`config.mk`:
```
export PLATFORM = sky130hd
export DESIGN_NAME = rlcfg_registers
export DESIGN_NICKNAME = d
export VERILOG_FILES = /design/src/inc/rlcfg_pkg.sv /design/src/rtl/rlcfg_registers.sv /design/src/rtl/rlcfg_retx_timer.sv /design/src/rtl/rlcfg_spi_slave.sv
export SDC_FILE = /design/constraint.sdc
export NUM_CORES = 1
export LEC_CHECK = 0
export BUFFER_PORTS_ARGS = -buffer_cell sky130_fd_sc_hd__buf_2
export CORE_MARGIN = 3
export CORE_UTILIZATION = 26
export CTS_BUF_LIST = sky130_fd_sc_hd__clkbuf_4 sky130_fd_sc_hd__clkbuf_8
export DETAILED_ROUTE_END_ITERATION = 7
export SYNTH_ARGS = -nofsm -noshare
export SYNTH_HDL_FRONTEND = slang
export SYNTH_SLANG_ARGS = --single-unit
```
`constraint.sdc`:
```
create_clock -name clock_i -period 15.63 [get_ports clock_i]
set_clock_uncertainty 0.2 [all_clocks]
set_input_delay 1.563 -clock clock_i [delete_from_list [all_inputs] [get_ports clock_i]]
set_output_delay 1.563 -clock clock_i [all_outputs]
set_load 0.02 [all_outputs]
```
`src/inc/rlcfg_pkg.sv`:
```
// Shared constants and types of the radio link configuration registers
package rlcfg_pkg;

   // Register offsets on the serial command address
   localparam logic [4:0] OFS_PIPE = 5'h02;
   localparam logic [4:0] OFS_WID  = 5'h03;
   localparam logic [4:0] OFS_RETR = 5'h04;
   localparam logic [4:0] OFS_CH   = 5'h05;
   localparam logic [4:0] OFS_RFS  = 5'h06;

   // Command byte layout
   localparam int CMD_WR_BIT = 5;

   // Field positions
   localparam int DLY_LSB = 4;
   localparam int CNT_LSB = 0;
   localparam int PLL_BIT = 4;
   localparam int DR_BIT  = 3;
   localparam int PWR_LSB = 1;

   // Reset values
   localparam logic [5:0] RST_PIPE = 6'h03;
   localparam logic [1:0] RST_WID  = 2'h3;
   localparam logic [3:0] RST_DLY  = 4'h0;
   localparam logic [3:0] RST_CNT  = 4'h3;
   localparam logic [6:0] RST_CH   = 7'h02;
   localparam logic       RST_PLL  = 1'h0;
   localparam logic       RST_DR   = 1'h1;
   localparam logic [1:0] RST_PWR  = 2'h3;

   // Address width codes
   localparam logic [1:0] WID_ILLEGAL = 2'h0;
   localparam int         WID_MAX_BYTES = 5;

   // Retransmit delay step
   localparam int RETX_STEP_US  = 250;
   localparam int CLK_PERIOD_NS = 10;
   localparam int RETX_STEP_CYC = RETX_STEP_US * 1000 / CLK_PERIOD_NS;

   typedef struct packed {
      logic [5:0] pipe_en;
      logic [1:0] wid;
      logic [3:0] dly;
      logic [3:0] tries;
      logic [6:0] ch;
      logic       pll_force;
      logic       air_rate;
      logic [1:0] tx_power;
   } rlcfg_cfg_s;

endpackage

```
`src/rtl/rlcfg_registers.sv`:
```
// Radio link configuration registers behind the serial port
`timescale 1ns/10ps
// Summary of operation
// - Width in bits 1:0, 01/10/11 = 3/4/5 bytes, 00 illegal, reset 11.
// - Below five bytes only the low-order bytes of an address are used.
// - Retry delay in bits 7:4, reset 0, 250 us per step up to 4000 us.
// - The delay runs from the end of one transmission to the next attempt.
// - Retry count in bits 3:0, reset 3, 0 disables, N allows N retries.
// - Channel sits in bits 6:0, reset 2, with bit 7 reserved as zero.
// - Radio setup bit 4 forces synthesizer lock in test, reset 0.
// - Output power sits in bits 2:1, reset 11 for highest, 00 is lowest.
module rlcfg_registers
   import rlcfg_pkg::*;
#(
   parameter int unsigned STEP_CYCLES = RETX_STEP_CYC,
   parameter int unsigned ADDR_BYTES  = WID_MAX_BYTES
)(
   input  wire logic                    clock_i,
   input  wire logic                    reset_n_i,
   input  wire logic                    spi_sck_i,
   input  wire logic                    spi_csn_i,
   input  wire logic                    spi_mosi_i,
   output logic                         spi_miso_o,
   output logic                         spi_miso_oe_o,
   output rlcfg_cfg_s                   cfg_o,
   input  wire logic [ADDR_BYTES*8-1:0] addr_i,
   output logic [ADDR_BYTES*8-1:0]      addr_o,
   input  wire logic [5:0]              pipe_hit_i,
   output logic [5:0]                   pipe_accept_o,
   input  wire logic                    tx_end_i,
   input  wire logic                    ack_ok_i,
   output logic                         retx_start_o,
   output logic                         retx_limit_o,
   output logic [3:0]                   retx_count_o
);

   typedef enum logic [1:0] {ST_CMD, ST_DATA, ST_DONE} rlcfg_state_e;

   rlcfg_state_e                st_reg, st_next;
   rlcfg_cfg_s                  cfg_reg, cfg_next;
   logic [4:0]                  ofs_reg, ofs_next;
   logic                        wr_reg, wr_next;
   logic                        cs_active;
   logic [7:0]                  rx_byte;
   logic                        rx_valid;
   logic [7:0]                  tx_byte;
   logic                        tx_load;
   logic [ADDR_BYTES*8-1:0]     addr_mask;
   logic [ADDR_BYTES*8-1:0]     addr_reg;
   logic [5:0]                  accept_reg;
   logic [2:0]                  width_bytes;

   ////////////////////////////////////////////////////////////////////////
   // Pin side
   rlcfg_spi_slave u_spi (
      .clock_i       (clock_i),
      .reset_n_i     (reset_n_i),
      .spi_sck_i     (spi_sck_i),
      .spi_csn_i     (spi_csn_i),
      .spi_mosi_i    (spi_mosi_i),
      .spi_miso_o    (spi_miso_o),
      .spi_miso_oe_o (spi_miso_oe_o),
      .cs_active_o   (cs_active),
      .rx_byte_o     (rx_byte),
      .rx_valid_o    (rx_valid),
      .tx_byte_i     (tx_byte),
      .tx_load_i     (tx_load)
   );

   ////////////////////////////////////////////////////////////////////////
   // Read view; reserved bits always read zero
   function automatic logic [7:0] read_reg(input logic [4:0] ofs,
                                           input rlcfg_cfg_s c);
      logic [7:0] v;
      v = 8'h00;
      case (ofs)
         OFS_PIPE: v[5:0] = c.pipe_en;
         OFS_WID:  v[1:0] = c.wid;
         OFS_RETR: begin
            v[DLY_LSB+:4] = c.dly;
            v[CNT_LSB+:4] = c.tries;
         end
         OFS_CH:   v[6:0] = c.ch;
         OFS_RFS:  begin
            v[PLL_BIT]     = c.pll_force;
            v[DR_BIT]      = c.air_rate;
            v[PWR_LSB+:2]  = c.tx_power;
         end
         default:  v = 8'h00;
      endcase
      return v;
   endfunction

   ////////////////////////////////////////////////////////////////////////
   // Command byte, then one data byte; further bytes are ignored
   always_comb begin
      st_next  = st_reg;
      cfg_next = cfg_reg;
      ofs_next = ofs_reg;
      wr_next  = wr_reg;
      tx_load  = 1'b0;
      tx_byte  = 8'h00;
      if (!cs_active) begin
         st_next = ST_CMD;
      end else if (rx_valid) begin
         case (st_reg)
            ST_CMD: begin
               ofs_next = rx_byte[4:0];
               wr_next  = rx_byte[CMD_WR_BIT];
               tx_load  = 1'b1;
               tx_byte  = read_reg(rx_byte[4:0], cfg_reg);
               st_next  = ST_DATA;
            end
            ST_DATA: begin
               st_next = ST_DONE;
               if (wr_reg) begin
                  case (ofs_reg)
                     OFS_PIPE: cfg_next.pipe_en = rx_byte[5:0];
                     OFS_WID: begin
                        // Illegal code would leave no width; keep old
                        if (rx_byte[1:0] != WID_ILLEGAL) begin
                           cfg_next.wid = rx_byte[1:0];
                        end
                     end
                     OFS_RETR: begin
                        cfg_next.dly   = rx_byte[DLY_LSB+:4];
                        cfg_next.tries = rx_byte[CNT_LSB+:4];
                     end
                     OFS_CH: cfg_next.ch = rx_byte[6:0];
                     OFS_RFS: begin
                        cfg_next.pll_force = rx_byte[PLL_BIT];
                        cfg_next.air_rate  = rx_byte[DR_BIT];
                        cfg_next.tx_power  = rx_byte[PWR_LSB+:2];
                     end
                     default: cfg_next = cfg_reg;
                  endcase
               end
            end
            ST_DONE: st_next = ST_DONE;
            default: st_next = ST_CMD;
         endcase
      end
   end

   always_ff @(posedge clock_i or negedge reset_n_i) begin
      if (!reset_n_i) begin
         st_reg             <= ST_CMD;
         ofs_reg            <= 5'h00;
         wr_reg             <= 1'b0;
         cfg_reg.pipe_en    <= RST_PIPE;
         cfg_reg.wid        <= RST_WID;
         cfg_reg.dly        <= RST_DLY;
         cfg_reg.tries      <= RST_CNT;
         cfg_reg.ch         <= RST_CH;
         cfg_reg.pll_force  <= RST_PLL;
         cfg_reg.air_rate   <= RST_DR;
         cfg_reg.tx_power   <= RST_PWR;
      end else begin
         st_reg  <= st_next;
         ofs_reg <= ofs_next;
         wr_reg  <= wr_next;
         cfg_reg <= cfg_next;
      end
   end

   assign cfg_o = cfg_reg;

   ////////////////////////////////////////////////////////////////////////
   // Address trimming: bytes above the width are zeroed
   assign width_bytes = 3'(cfg_reg.wid) + 3'h2;

   for (genvar b = 0; b < ADDR_BYTES; b++) begin : g_mask
      assign addr_mask[b*8+:8] = (b < width_bytes) ? 8'hFF : 8'h00;
   end

   // Registered so the packet engine sees a clean value
   always_ff @(posedge clock_i or negedge reset_n_i) begin
      if (!reset_n_i) begin
         addr_reg   <= '0;
         accept_reg <= 6'h00;
      end else begin
         addr_reg   <= addr_i & addr_mask;
         accept_reg <= pipe_hit_i & cfg_reg.pipe_en;
      end
   end

   assign addr_o        = addr_reg;
   assign pipe_accept_o = accept_reg;

   ////////////////////////////////////////////////////////////////////////
   // Retransmit timing from the retransmit setup fields
   rlcfg_retx_timer #(
      .STEP_CYCLES (STEP_CYCLES)
   ) u_retx (
      .clock_i      (clock_i),
      .reset_n_i    (reset_n_i),
      .dly_i        (cfg_reg.dly),
      .tries_i      (cfg_reg.tries),
      .tx_end_i     (tx_end_i),
      .ack_ok_i     (ack_ok_i),
      .retx_start_o (retx_start_o),
      .retx_limit_o (retx_limit_o),
      .retx_count_o (retx_count_o)
   );

   ////////////////////////////////////////////////////////////////////////
   // Checks
   property p_wid_legal;
      @(posedge clock_i) disable iff (!reset_n_i)
      cfg_reg.wid != WID_ILLEGAL;
   endproperty
   a_wid_legal: assert property (p_wid_legal)
      else $error("address width holds the illegal code");

   property p_wid_write;
      @(posedge clock_i) disable iff (!reset_n_i)
      (st_reg == ST_DATA && rx_valid && cs_active && wr_reg
       && ofs_reg == OFS_WID)
      |=> cfg_reg.wid == (($past(rx_byte[1:0]) == WID_ILLEGAL)
                          ? $past(cfg_reg.wid) : $past(rx_byte[1:0]));
   endproperty
   a_wid_write: assert property (p_wid_write)
      else $error("address width write not applied");

   property p_addr_trim;
      @(posedge clock_i) disable iff (!reset_n_i)
      ##1 (cfg_reg.wid == $past(cfg_reg.wid))
      |-> (addr_o >> ((32'(cfg_reg.wid) + 32'd2) * 32'd8)) == '0
          && (addr_o[23:0] == $past(addr_i[23:0]));
   endproperty
   a_addr_trim: assert property (p_addr_trim)
      else $error("address bytes above width not zeroed");

   property p_retr_write;
      @(posedge clock_i) disable iff (!reset_n_i)
      (st_reg == ST_DATA && rx_valid && cs_active && wr_reg
       && ofs_reg == OFS_RETR)
      |=> {cfg_reg.dly, cfg_reg.tries} == $past(rx_byte);
   endproperty
   a_retr_write: assert property (p_retr_write)
      else $error("retransmit setup write not applied");

   property p_ch_reserved;
      @(posedge clock_i) disable iff (!reset_n_i)
      (tx_load && rx_byte[4:0] == OFS_CH) |-> !tx_byte[7];
   endproperty
   a_ch_reserved: assert property (p_ch_reserved)
      else $error("channel reserved bit read as one");

   property p_pll_reset;
      @(posedge clock_i)
      $rose(reset_n_i) |-> !cfg_reg.pll_force;
   endproperty
   a_pll_reset: assert property (p_pll_reset)
      else $error("lock force not clear after reset");

   property p_pwr_write;
      @(posedge clock_i) disable iff (!reset_n_i)
      (st_reg == ST_DATA && rx_valid && cs_active && wr_reg
       && ofs_reg == OFS_RFS)
      |=> cfg_reg.tx_power == $past(rx_byte[2:1])
          && cfg_reg.air_rate == $past(rx_byte[DR_BIT]);
   endproperty
   a_pwr_write: assert property (p_pwr_write)
      else $error("radio setup write not applied");

   property p_pipe_accept;
      @(posedge clock_i) disable iff (!reset_n_i)
      ##1 1'b1 |-> pipe_accept_o
                   == ($past(pipe_hit_i) & $past(cfg_reg.pipe_en));
   endproperty
   a_pipe_accept: assert property (p_pipe_accept)
      else $error("disabled pipe accepted a packet");

   property p_rate_stable;
      @(posedge clock_i) disable iff (!reset_n_i)
      !rx_valid |=> $stable(cfg_reg.air_rate);
   endproperty
   a_rate_stable: assert property (p_rate_stable)
      else $error("air rate changed without a write");

   property p_ch_write;
      @(posedge clock_i) disable iff (!reset_n_i)
      (st_reg == ST_DATA && rx_valid && cs_active && wr_reg
       && ofs_reg == OFS_CH)
      |=> cfg_reg.ch == $past(rx_byte[6:0]);
   endproperty
   a_ch_write: assert property (p_ch_write)
      else $error("channel write not applied");

   property p_pipe_write;
      @(posedge clock_i) disable iff (!reset_n_i)
      (st_reg == ST_DATA && rx_valid && cs_active && wr_reg
       && ofs_reg == OFS_PIPE)
      |=> cfg_reg.pipe_en == $past(rx_byte[5:0]);
   endproperty
   a_pipe_write: assert property (p_pipe_write)
      else $error("pipe enable write not applied");

   property p_pll_write;
      @(posedge clock_i) disable iff (!reset_n_i)
      (st_reg == ST_DATA && rx_valid && cs_active && wr_reg
       && ofs_reg == OFS_RFS)
      |=> cfg_reg.pll_force == $past(rx_byte[PLL_BIT]);
   endproperty
   a_pll_write: assert property (p_pll_write)
      else $error("lock force write not applied");

endmodule

```
`src/rtl/rlcfg_retx_timer.sv`:
```
// Retransmit delay timer and retry counter
`timescale 1ns/10ps
module rlcfg_retx_timer
   import rlcfg_pkg::*;
#(
   parameter int unsigned STEP_CYCLES = RETX_STEP_CYC,
   parameter int unsigned CNT_W       = 24
)(
   input  wire logic       clock_i,
   input  wire logic       reset_n_i,
   input  wire logic [3:0] dly_i,
   input  wire logic [3:0] tries_i,
   input  wire logic       tx_end_i,
   input  wire logic       ack_ok_i,
   output logic            retx_start_o,
   output logic            retx_limit_o,
   output logic [3:0]      retx_count_o
);

   logic             wait_reg, wait_next;
   logic [CNT_W-1:0] cnt_reg, cnt_next;
   logic [3:0]       num_reg, num_next;
   logic             start_reg, start_next;
   logic             lim_reg, lim_next;
   logic [CNT_W-1:0] target;
   logic [CNT_W-1:0] since_reg;

   // Delay is one step per code plus one, counted from end of frame
   assign target = CNT_W'(({1'b0, dly_i} + 5'h01) * STEP_CYCLES);

   ////////////////////////////////////////////////////////////////////////
   // Wait, then retry or give up once the count is spent
   always_comb begin
      wait_next  = wait_reg;
      cnt_next   = cnt_reg;
      num_next   = num_reg;
      start_next = 1'b0;
      lim_next   = 1'b0;
      if (ack_ok_i) begin
         wait_next = 1'b0;
         num_next  = 4'h0;
      end else if (wait_reg) begin
         if (cnt_reg == target - CNT_W'(1)) begin
            wait_next = 1'b0;
            if (num_reg < tries_i) begin
               start_next = 1'b1;
               num_next   = num_reg + 4'h1;
            end else begin
               lim_next = 1'b1;
               num_next = 4'h0;
            end
         end else begin
            cnt_next = cnt_reg + CNT_W'(1);
         end
      end else if (tx_end_i) begin
         wait_next = 1'b1;
         cnt_next  = '0;
      end
   end

   always_ff @(posedge clock_i or negedge reset_n_i) begin
      if (!reset_n_i) begin
         wait_reg  <= 1'b0;
         cnt_reg   <= '0;
         num_reg   <= 4'h0;
         start_reg <= 1'b0;
         lim_reg   <= 1'b0;
      end else begin
         wait_reg  <= wait_next;
         cnt_reg   <= cnt_next;
         num_reg   <= num_next;
         start_reg <= start_next;
         lim_reg   <= lim_next;
      end
   end

   assign retx_start_o = start_reg;
   assign retx_limit_o = lim_reg;
   assign retx_count_o = num_reg;

   ////////////////////////////////////////////////////////////////////////
   // Helper: cycles since the frame end that armed the wait
   always_ff @(posedge clock_i or negedge reset_n_i) begin
      if (!reset_n_i) begin
         since_reg <= '0;
      end else if (tx_end_i && !wait_reg && !ack_ok_i) begin
         since_reg <= '0;
      end else if (since_reg != '1) begin
         since_reg <= since_reg + CNT_W'(1);
      end
   end

   property p_retx_delay;
      @(posedge clock_i) disable iff (!reset_n_i)
      retx_start_o |-> since_reg == target;
   endproperty
   a_retx_delay: assert property (p_retx_delay)
      else $error("retry not one delay after frame end");

   property p_retx_count;
      @(posedge clock_i) disable iff (!reset_n_i)
      retx_start_o |-> retx_count_o <= tries_i && retx_count_o != 4'h0;
   endproperty
   a_retx_count: assert property (p_retx_count)
      else $error("retry beyond the configured count");

endmodule

```
`src/rtl/rlcfg_spi_slave.sv`:
```
// Serial peripheral slave: pin sampling, byte shifting in and out
`timescale 1ns/10ps
module rlcfg_spi_slave
   import rlcfg_pkg::*;
(
   input  wire logic       clock_i,
   input  wire logic       reset_n_i,
   input  wire logic       spi_sck_i,
   input  wire logic       spi_csn_i,
   input  wire logic       spi_mosi_i,
   output logic            spi_miso_o,
   output logic            spi_miso_oe_o,
   output logic            cs_active_o,
   output logic [7:0]      rx_byte_o,
   output logic            rx_valid_o,
   input  wire logic [7:0] tx_byte_i,
   input  wire logic       tx_load_i
);

   logic [2:0] pin;
   logic [2:0] s1_reg;
   logic [2:0] s2_reg;
   logic [2:0] s3_reg;
   logic [2:0] filt_reg;
   logic       sck_prev_reg;
   logic [7:0] shin_reg, shin_next;
   logic [2:0] bit_reg, bit_next;
   logic [7:0] shout_reg, shout_next;
   logic       loaded_reg, loaded_next;
   logic [7:0] rxb_reg, rxb_next;
   logic       rxv_reg, rxv_next;
   logic       sck_rise, sck_fall, active;

   assign pin = {spi_sck_i, spi_csn_i, spi_mosi_i};

   ////////////////////////////////////////////////////////////////////////
   // Three flops per pin; a change counts once the last two agree
   for (genvar g = 0; g < 3; g++) begin : g_sync
      always_ff @(posedge clock_i or negedge reset_n_i) begin
         if (!reset_n_i) begin
            // Idle pin levels, so no false select follows reset
            s1_reg[g]   <= (g == 1) ? 1'b1 : 1'b0;
            s2_reg[g]   <= (g == 1) ? 1'b1 : 1'b0;
            s3_reg[g]   <= (g == 1) ? 1'b1 : 1'b0;
            filt_reg[g] <= (g == 1) ? 1'b1 : 1'b0;
         end else begin
            s1_reg[g]   <= pin[g];
            s2_reg[g]   <= s1_reg[g];
            s3_reg[g]   <= s2_reg[g];
            filt_reg[g] <= (s2_reg[g] == s3_reg[g]) ? s3_reg[g]
                                                    : filt_reg[g];
         end
      end
   end

   assign active   = !filt_reg[1];
   assign sck_rise = filt_reg[2] && !sck_prev_reg;
   assign sck_fall = !filt_reg[2] && sck_prev_reg;

   ////////////////////////////////////////////////////////////////////////
   // Shifting; a byte loaded after the last rise survives the next fall
   always_comb begin
      shin_next   = shin_reg;
      bit_next    = bit_reg;
      shout_next  = shout_reg;
      loaded_next = loaded_reg;
      rxb_next    = rxb_reg;
      rxv_next    = 1'b0;
      if (!active) begin
         bit_next    = 3'h0;
         shout_next  = 8'h00;
         loaded_next = 1'b0;
      end else begin
         if (sck_rise) begin
            shin_next = {shin_reg[6:0], filt_reg[0]};
            bit_next  = bit_reg + 3'h1;
            if (bit_reg == 3'h7) begin
               rxb_next = {shin_reg[6:0], filt_reg[0]};
               rxv_next = 1'b1;
            end
         end
         if (sck_fall) begin
            if (loaded_reg) begin
               loaded_next = 1'b0;
            end else begin
               shout_next = {shout_reg[6:0], 1'b0};
            end
         end
         if (tx_load_i) begin
            shout_next  = tx_byte_i;
            loaded_next = 1'b1;
         end
      end
   end

   always_ff @(posedge clock_i or negedge reset_n_i) begin
      if (!reset_n_i) begin
         sck_prev_reg <= 1'b0;
         shin_reg     <= 8'h00;
         bit_reg      <= 3'h0;
         shout_reg    <= 8'h00;
         loaded_reg   <= 1'b0;
         rxb_reg      <= 8'h00;
         rxv_reg      <= 1'b0;
      end else begin
         sck_prev_reg <= filt_reg[2];
         shin_reg     <= shin_next;
         bit_reg      <= bit_next;
         shout_reg    <= shout_next;
         loaded_reg   <= loaded_next;
         rxb_reg      <= rxb_next;
         rxv_reg      <= rxv_next;
      end
   end

   assign spi_miso_o    = shout_reg[7];
   assign spi_miso_oe_o = active;
   assign cs_active_o   = active;
   assign rx_byte_o     = rxb_reg;
   assign rx_valid_o    = rxv_reg;

endmodule

```
# Word level (Yosys, flattened, before mapping)
# Index checks and enable logic that the tools add are counted.
# W data, S select, Z words.
# totals
input_bits	53
out_inout_bits	81
word_cells	148
reg_bits	153
# op_classes
add_sub_neg	6
bitwise_logic	4
reduce_logical	25
multipliers	1
muxes	50
magnitude_cmp	6
n_eq_ne	19
# ops
operator	count
$mux W8	11
$mux W24	3
$and A40 B40 Y40	1
$mul A32 B12 Y21 const B	1
$eq A5 B3 Y1 const B	6
$add A24 B1 Y24 const B	1
$eq A24 B24 Y1	1
$sub A24 B1 Y24 const B	1
$mux W1	22
$eq A5 B2 Y1 const B	4
$reduce_and A5 Y1	4
$mux W4	4
$pmux W3 S4	1
$reduce_bool A2 Y1	6
$reduce_and A3 Y1	3
$and A6 B6 Y6	1
$lt A1 B3 Y1 const A	2
$lt A2 B3 Y1 const A	2
$mux W3	2
$reduce_and A2 Y1	3
$reduce_and A6 Y1	1
$add A4 B1 Y5 const B	1
$pmux W1 S5	1
$add A4 B1 Y4 const B	1
other kinds (21)	28

# Depth between registers and ports, before layout
# logic_depth
ltp_word	7
mapped_depth	21
ltp_nobuf	18

# Modules after synthesis
# A second synthesis with hierarchy kept.
# hier_totals
hier_cells	805
hier_area_um2	8592.0
# modules_own_cells
module	area_per_inst_um2	seq_area_each_um2	n_inst	cells_per_inst
rlcfg_retx_timer	3854.9	775.7	1	461
rlcfg_registers	3173.0	2039.5	1	229
rlcfg_spi_slave	1564.0	1031.0	1	115

# Worst setup path after synthesis
# Ideal clock, no wire load.
# synth_path
path_type	register to register
from	register cfg_reg, in the netlist cfg_o[16]
to	register u_retx.cnt_reg[14]
slack_ps	9368
path_stages_with_launch	22
setup_time_ps	126
synth_period_minus_slack_ps	6262
required_time_ps	15304
arrival_ps	5936
path_buffers	3
path_cell_list	dfrtp_1 -> ha_1 -> clkbuf_1 -> xor2_1 -> ha_1 -> xnor2_1 -> ha_1 -> a21o_1 -> ha_1 -> ha_1 -> or3_1 -> o221a_1 -> or3_4 -> a2111oi_4 -> o211ai_2 -> or4_4 -> a2111oi_2 -> nand4_2 -> o21a_1 -> buf_6 -> buf_6 -> a311o_1
# synth_between
elab_chain_len	6
# synth_rtl
element	line_no	source
start: declaration	rlcfg_registers.sv:40	rlcfg_cfg_s cfg_reg, cfg_next;
start signal: assignment	rlcfg_registers.sv:162	cfg_reg <= cfg_next;
$add A4 B1 Y5	rlcfg_retx_timer.sv:29	assign target = CNT_W'(({1'b0, dly_i} + 5'h01) * STEP_CYCLES);
$mul A32 B12 Y21	rlcfg_retx_timer.sv:29	
$sub A24 B1 Y24	rlcfg_retx_timer.sv:43	if (cnt_reg == target - CNT_W'(1)) begin
$eq A24 B24 Y1	rlcfg_retx_timer.sv:43	
$ne A2 B2 Y1 (no line)	--	
$reduce_and A3 Y1 (no line)	--	
end signal: assignment	rlcfg_retx_timer.sv:70	cnt_reg <= cnt_next;
end: declaration	rlcfg_retx_timer.sv:21	logic [CNT_W-1:0] cnt_reg, cnt_next;
# No other way between the ends.
# A chain may end at the register's enable or synchronous reset.

# Worst setup path in the final report
# layout_path
from	register cfg_reg, in the netlist cfg_o[15]
to	register u_retx.cnt_reg[5]
# Same word-level chain as after synthesis.

==> out/summary.txt <==
outcome: complete, no violations
Main synth FF type: dfrtp_1
pwr dens: 77.6 nW/um^2
CTS tree: built
# Post-CTS Setup Buffers: 0
Resized cells post-CTS: 0
critical path depth in cells: 19
post-DP HPWL: 15.5 mm
launch point of the critical path: cfg_o[15]$_DFFE_PN0P_
drt pass-1 iters: 5
Via Count: 6462
Chip Width: 185 um
Syn Area/Cell: 10.6 um^2
final setup violation count: 0
Worst Path Required: 15.76 ns
GR Overflow Total: 0
Initial Utilization: 0.268
Max-cap violations: 0
Top Ports: 134
R2R depth: 19
DRC viols: 0
worst path cell trace: ha_1, xor2_1, ha_1, xnor2_1, ha_1, a21o_1, ha_1, ha_1, or3_1, o221a_1, or3_4, a2111oi_4, o211ai_2, or4_4, a2111oi_2, nand4_2, buf_4, o21a_1, a311o_1
final setup TNS: 0 ns
Crit path top cell by count: ha_1
GPL Wtd Cong: 0.869
Diodes inserted: 0
Top Family by Delay on Critical Path: compound AO/OA/AOI/OAI gates
Worst Path Arrival: 6.97 ns
die height: 185 um
CP Launch Type: flip-flop
max FFs per register: 40
Num CTS Buffers: 17
WL/cell: 15.8 um
layout cells sized above 1: 0.264
Site Rows: 64
fin nets: 1009
CTS sink cnt: 153
GRT Overall Usage: 0.126
count of final hold-check violations: 0
worst flop-to-flop path endpoint: u_retx.cnt_reg[5]$_DFFE_PN0P_
Crit Path Category: flip-flop to flip-flop
Syn Inst Count: 788
vias in the first global route: 6384
Yosys reg bits: 153
Leakage: 4.73 nW
Via density: 4.88
Worst-path clk slew: 0.08 ns
die outline area: 34200 um^2
Post-Syn Nets: 883
register area share after synthesis: 0.463
Reg2Reg Launch Point: cfg_o[15]$_DFFE_PN0P_
slew margin rel.: 0.343
Tmin final: 6.84 ns
Unique masters post-synth: 75
post-synthesis async set-or-reset flop share: 1.00
final slew viol count: 0
initial antenna violation count: 0
hold buffer count at cts: 0
ANT nets after route: 0
Ys Warns: 0
clock buffer depth: 2
worst slew pin tran: 0.983 ns
Total Wirelength: 20.9 mm
clk_lat worst skew: 0.45 ns
maximum vdd ir drop: 52.5 uV
number of synthesized flops with an enable pin: 0
Final Util: 0.315
Worst Path Max Fanout: 26
Achievable Freq: 0.146 GHz
largest net degree at the start of global routing: 91
Clock Tree Root: clkbuf_8
Port Buffers: 133
WP buf/inv: 1
1st-iter DRT viols: 397
worst setup path end: u_retx.cnt_reg[5]$_DFFE_PN0P_
Core Area: 31100 um^2
Area Growth Syn to Fin: 17.5%
r2r setup slk: 8.79 ns
final period utilization: 0.438
max incr delay on CP: 0.53 ns
worst hold-check path type: flip-flop to flip-flop
post-synthesis cell area: 8320 um^2
RSZ-0062 raised after global routing: no
first-pass GRT wire length: 34.3 mm
CP endpoint kind: flip-flop
CTS H-Tree Depth: 4
CP max-delay cell: or4_4
==> through the flow <==
| stage | hold WS, ns | instances | area (um^2) | total power [mW] | setup slack [ns] |
|---|---|---|---|---|---|
| floorplan | 0.131 | 788 | 8320 | 0.455 | 9.37 |
| global placement | 0.136 | 1291 | 9400 | 0.478 | 9.01 |
| detailed placement | 0.136 | 1291 | 9400 | 0.479 | 8.80 |
| CTS | 0.155 | 1323 | 9770 | 0.771 | 8.74 |
| global route | 0.166 | 1323 | 9770 | 0.798 | 8.29 |
| finish | 0.151 | 1323 | 9770 | 0.758 | 8.79 |
==> layout make-up <==
cell class / count / area, um^2
Clock inverter: 10 / 92.6
Sequential cell: 153 / 3850
Tap cell: 396 / 495
Clock buffer: 22 / 284
Multi-Input combinational cell: 571 / 4220
Inverter: 33 / 124
Timing Repair Buffer: 138 / 709
Fill cell: 3231 / 21300
==> synthesized netlist by cell type, drive strengths merged, types with 12 or more instances <==
cell type    n  area share
a21o        12       0.011
o21ai       27       0.016
nor2        72       0.033
clkbuf      29       0.013
dfstp       14       0.044
dfrtp      139        0.42
a22o        13       0.014
a311o       16       0.019
nor3        26       0.016
xor2        13       0.014
xnor2       20       0.021
nor2b       13      0.0098
ha          41       0.062
inv         33       0.015
mux2        45       0.061
and3        21       0.016
and2        20       0.015
nand3       13      0.0078
nand2       42       0.019
a21oi       35       0.021
==> power by group <==
| part | total (mW) | leakage, nW | internal [mW] | switching [mW] |
|---|---|---|---|---|
| Sequential | 0.422 | 2.01 | 0.411 | 0.0102 |
| Clock | 0.288 | 0.198 | 0.140 | 0.148 |
| Combinational | 0.0486 | 2.52 | 0.0207 | 0.0279 |
| Total | 0.758 | 4.73 | 0.572 | 0.186 |
==> per-layer routing <==
metal	vias up	track usage	wire [um]
met3	22	0.0216	659
met2	125	0.195	9800
met4	0	0.0387	295
met1	3173	0.180	10200
met5	-	0	0
li1	3142	-	-
==> worst min path at each step <==
stage	startpoint	to	depth (start not counted)
finish	u_spi.s1_reg[2]$_DFF_PN0_	u_spi.s2_reg[2]$_DFF_PN0_	0
global route	u_spi.s1_reg[1]$_DFF_PN1_	u_spi.s2_reg[1]$_DFF_PN1_	0
CTS	u_spi.s1_reg[2]$_DFF_PN0_	u_spi.s2_reg[2]$_DFF_PN0_	0
detailed placement	u_spi.s1_reg[2]$_DFF_PN0_	u_spi.s2_reg[2]$_DFF_PN0_	0
global placement	u_spi.s1_reg[0]$_DFF_PN0_	u_spi.s2_reg[0]$_DFF_PN0_	0
floorplan	u_spi.s1_reg[0]$_DFF_PN0_	u_spi.s2_reg[0]$_DFF_PN0_	0
==> placed cells by master, fill, tap and decap left out, types with 5 or more instances in the layout <==
cell type,n
nand2b_1,6
xnor2_1,20
dfrtp_1,139
clkbuf_8,19
a22o_1,13
and3_1,21
nand4_1,6
or3_1,5
a31oi_1,7
o211ai_1,5
nand3_1,13
a21o_1,12
a311o_1,16
xor2_1,13
ha_1,41
o31ai_1,5
mux2i_1,9
a21oi_1,34
dfstp_2,14
nor4_1,5
nand4b_1,5
buf_2,132
o21ai_0,26
o211a_1,5
inv_1,33
buf_4,5
and2_1,19
o21a_1,6
nor2_1,72
mux2_2,45
nand3b_1,6
nor3b_1,5
nor2b_1,12
nand2_1,42
nor3_1,26
==> logic make-up (layout without fill, tap and decap cells) <==
logic type | Yosys count | count (layout) | share of synthesized area
multiplexers | 54 | 54 | 0.0718
AND/OR/NAND/NOR | 267 | 267 | 0.170
XOR/XNOR | 37 | 37 | 0.0456
AO/OA/AOI/OAI | 168 | 168 | 0.151
adder cells (fa/ha/maj) | 45 | 45 | 0.0677
buffers and inverters | 64 | 203 | 0.0307
flip-flops | 153 | 153 | 0.463
(Power assumes the default switching activity.)
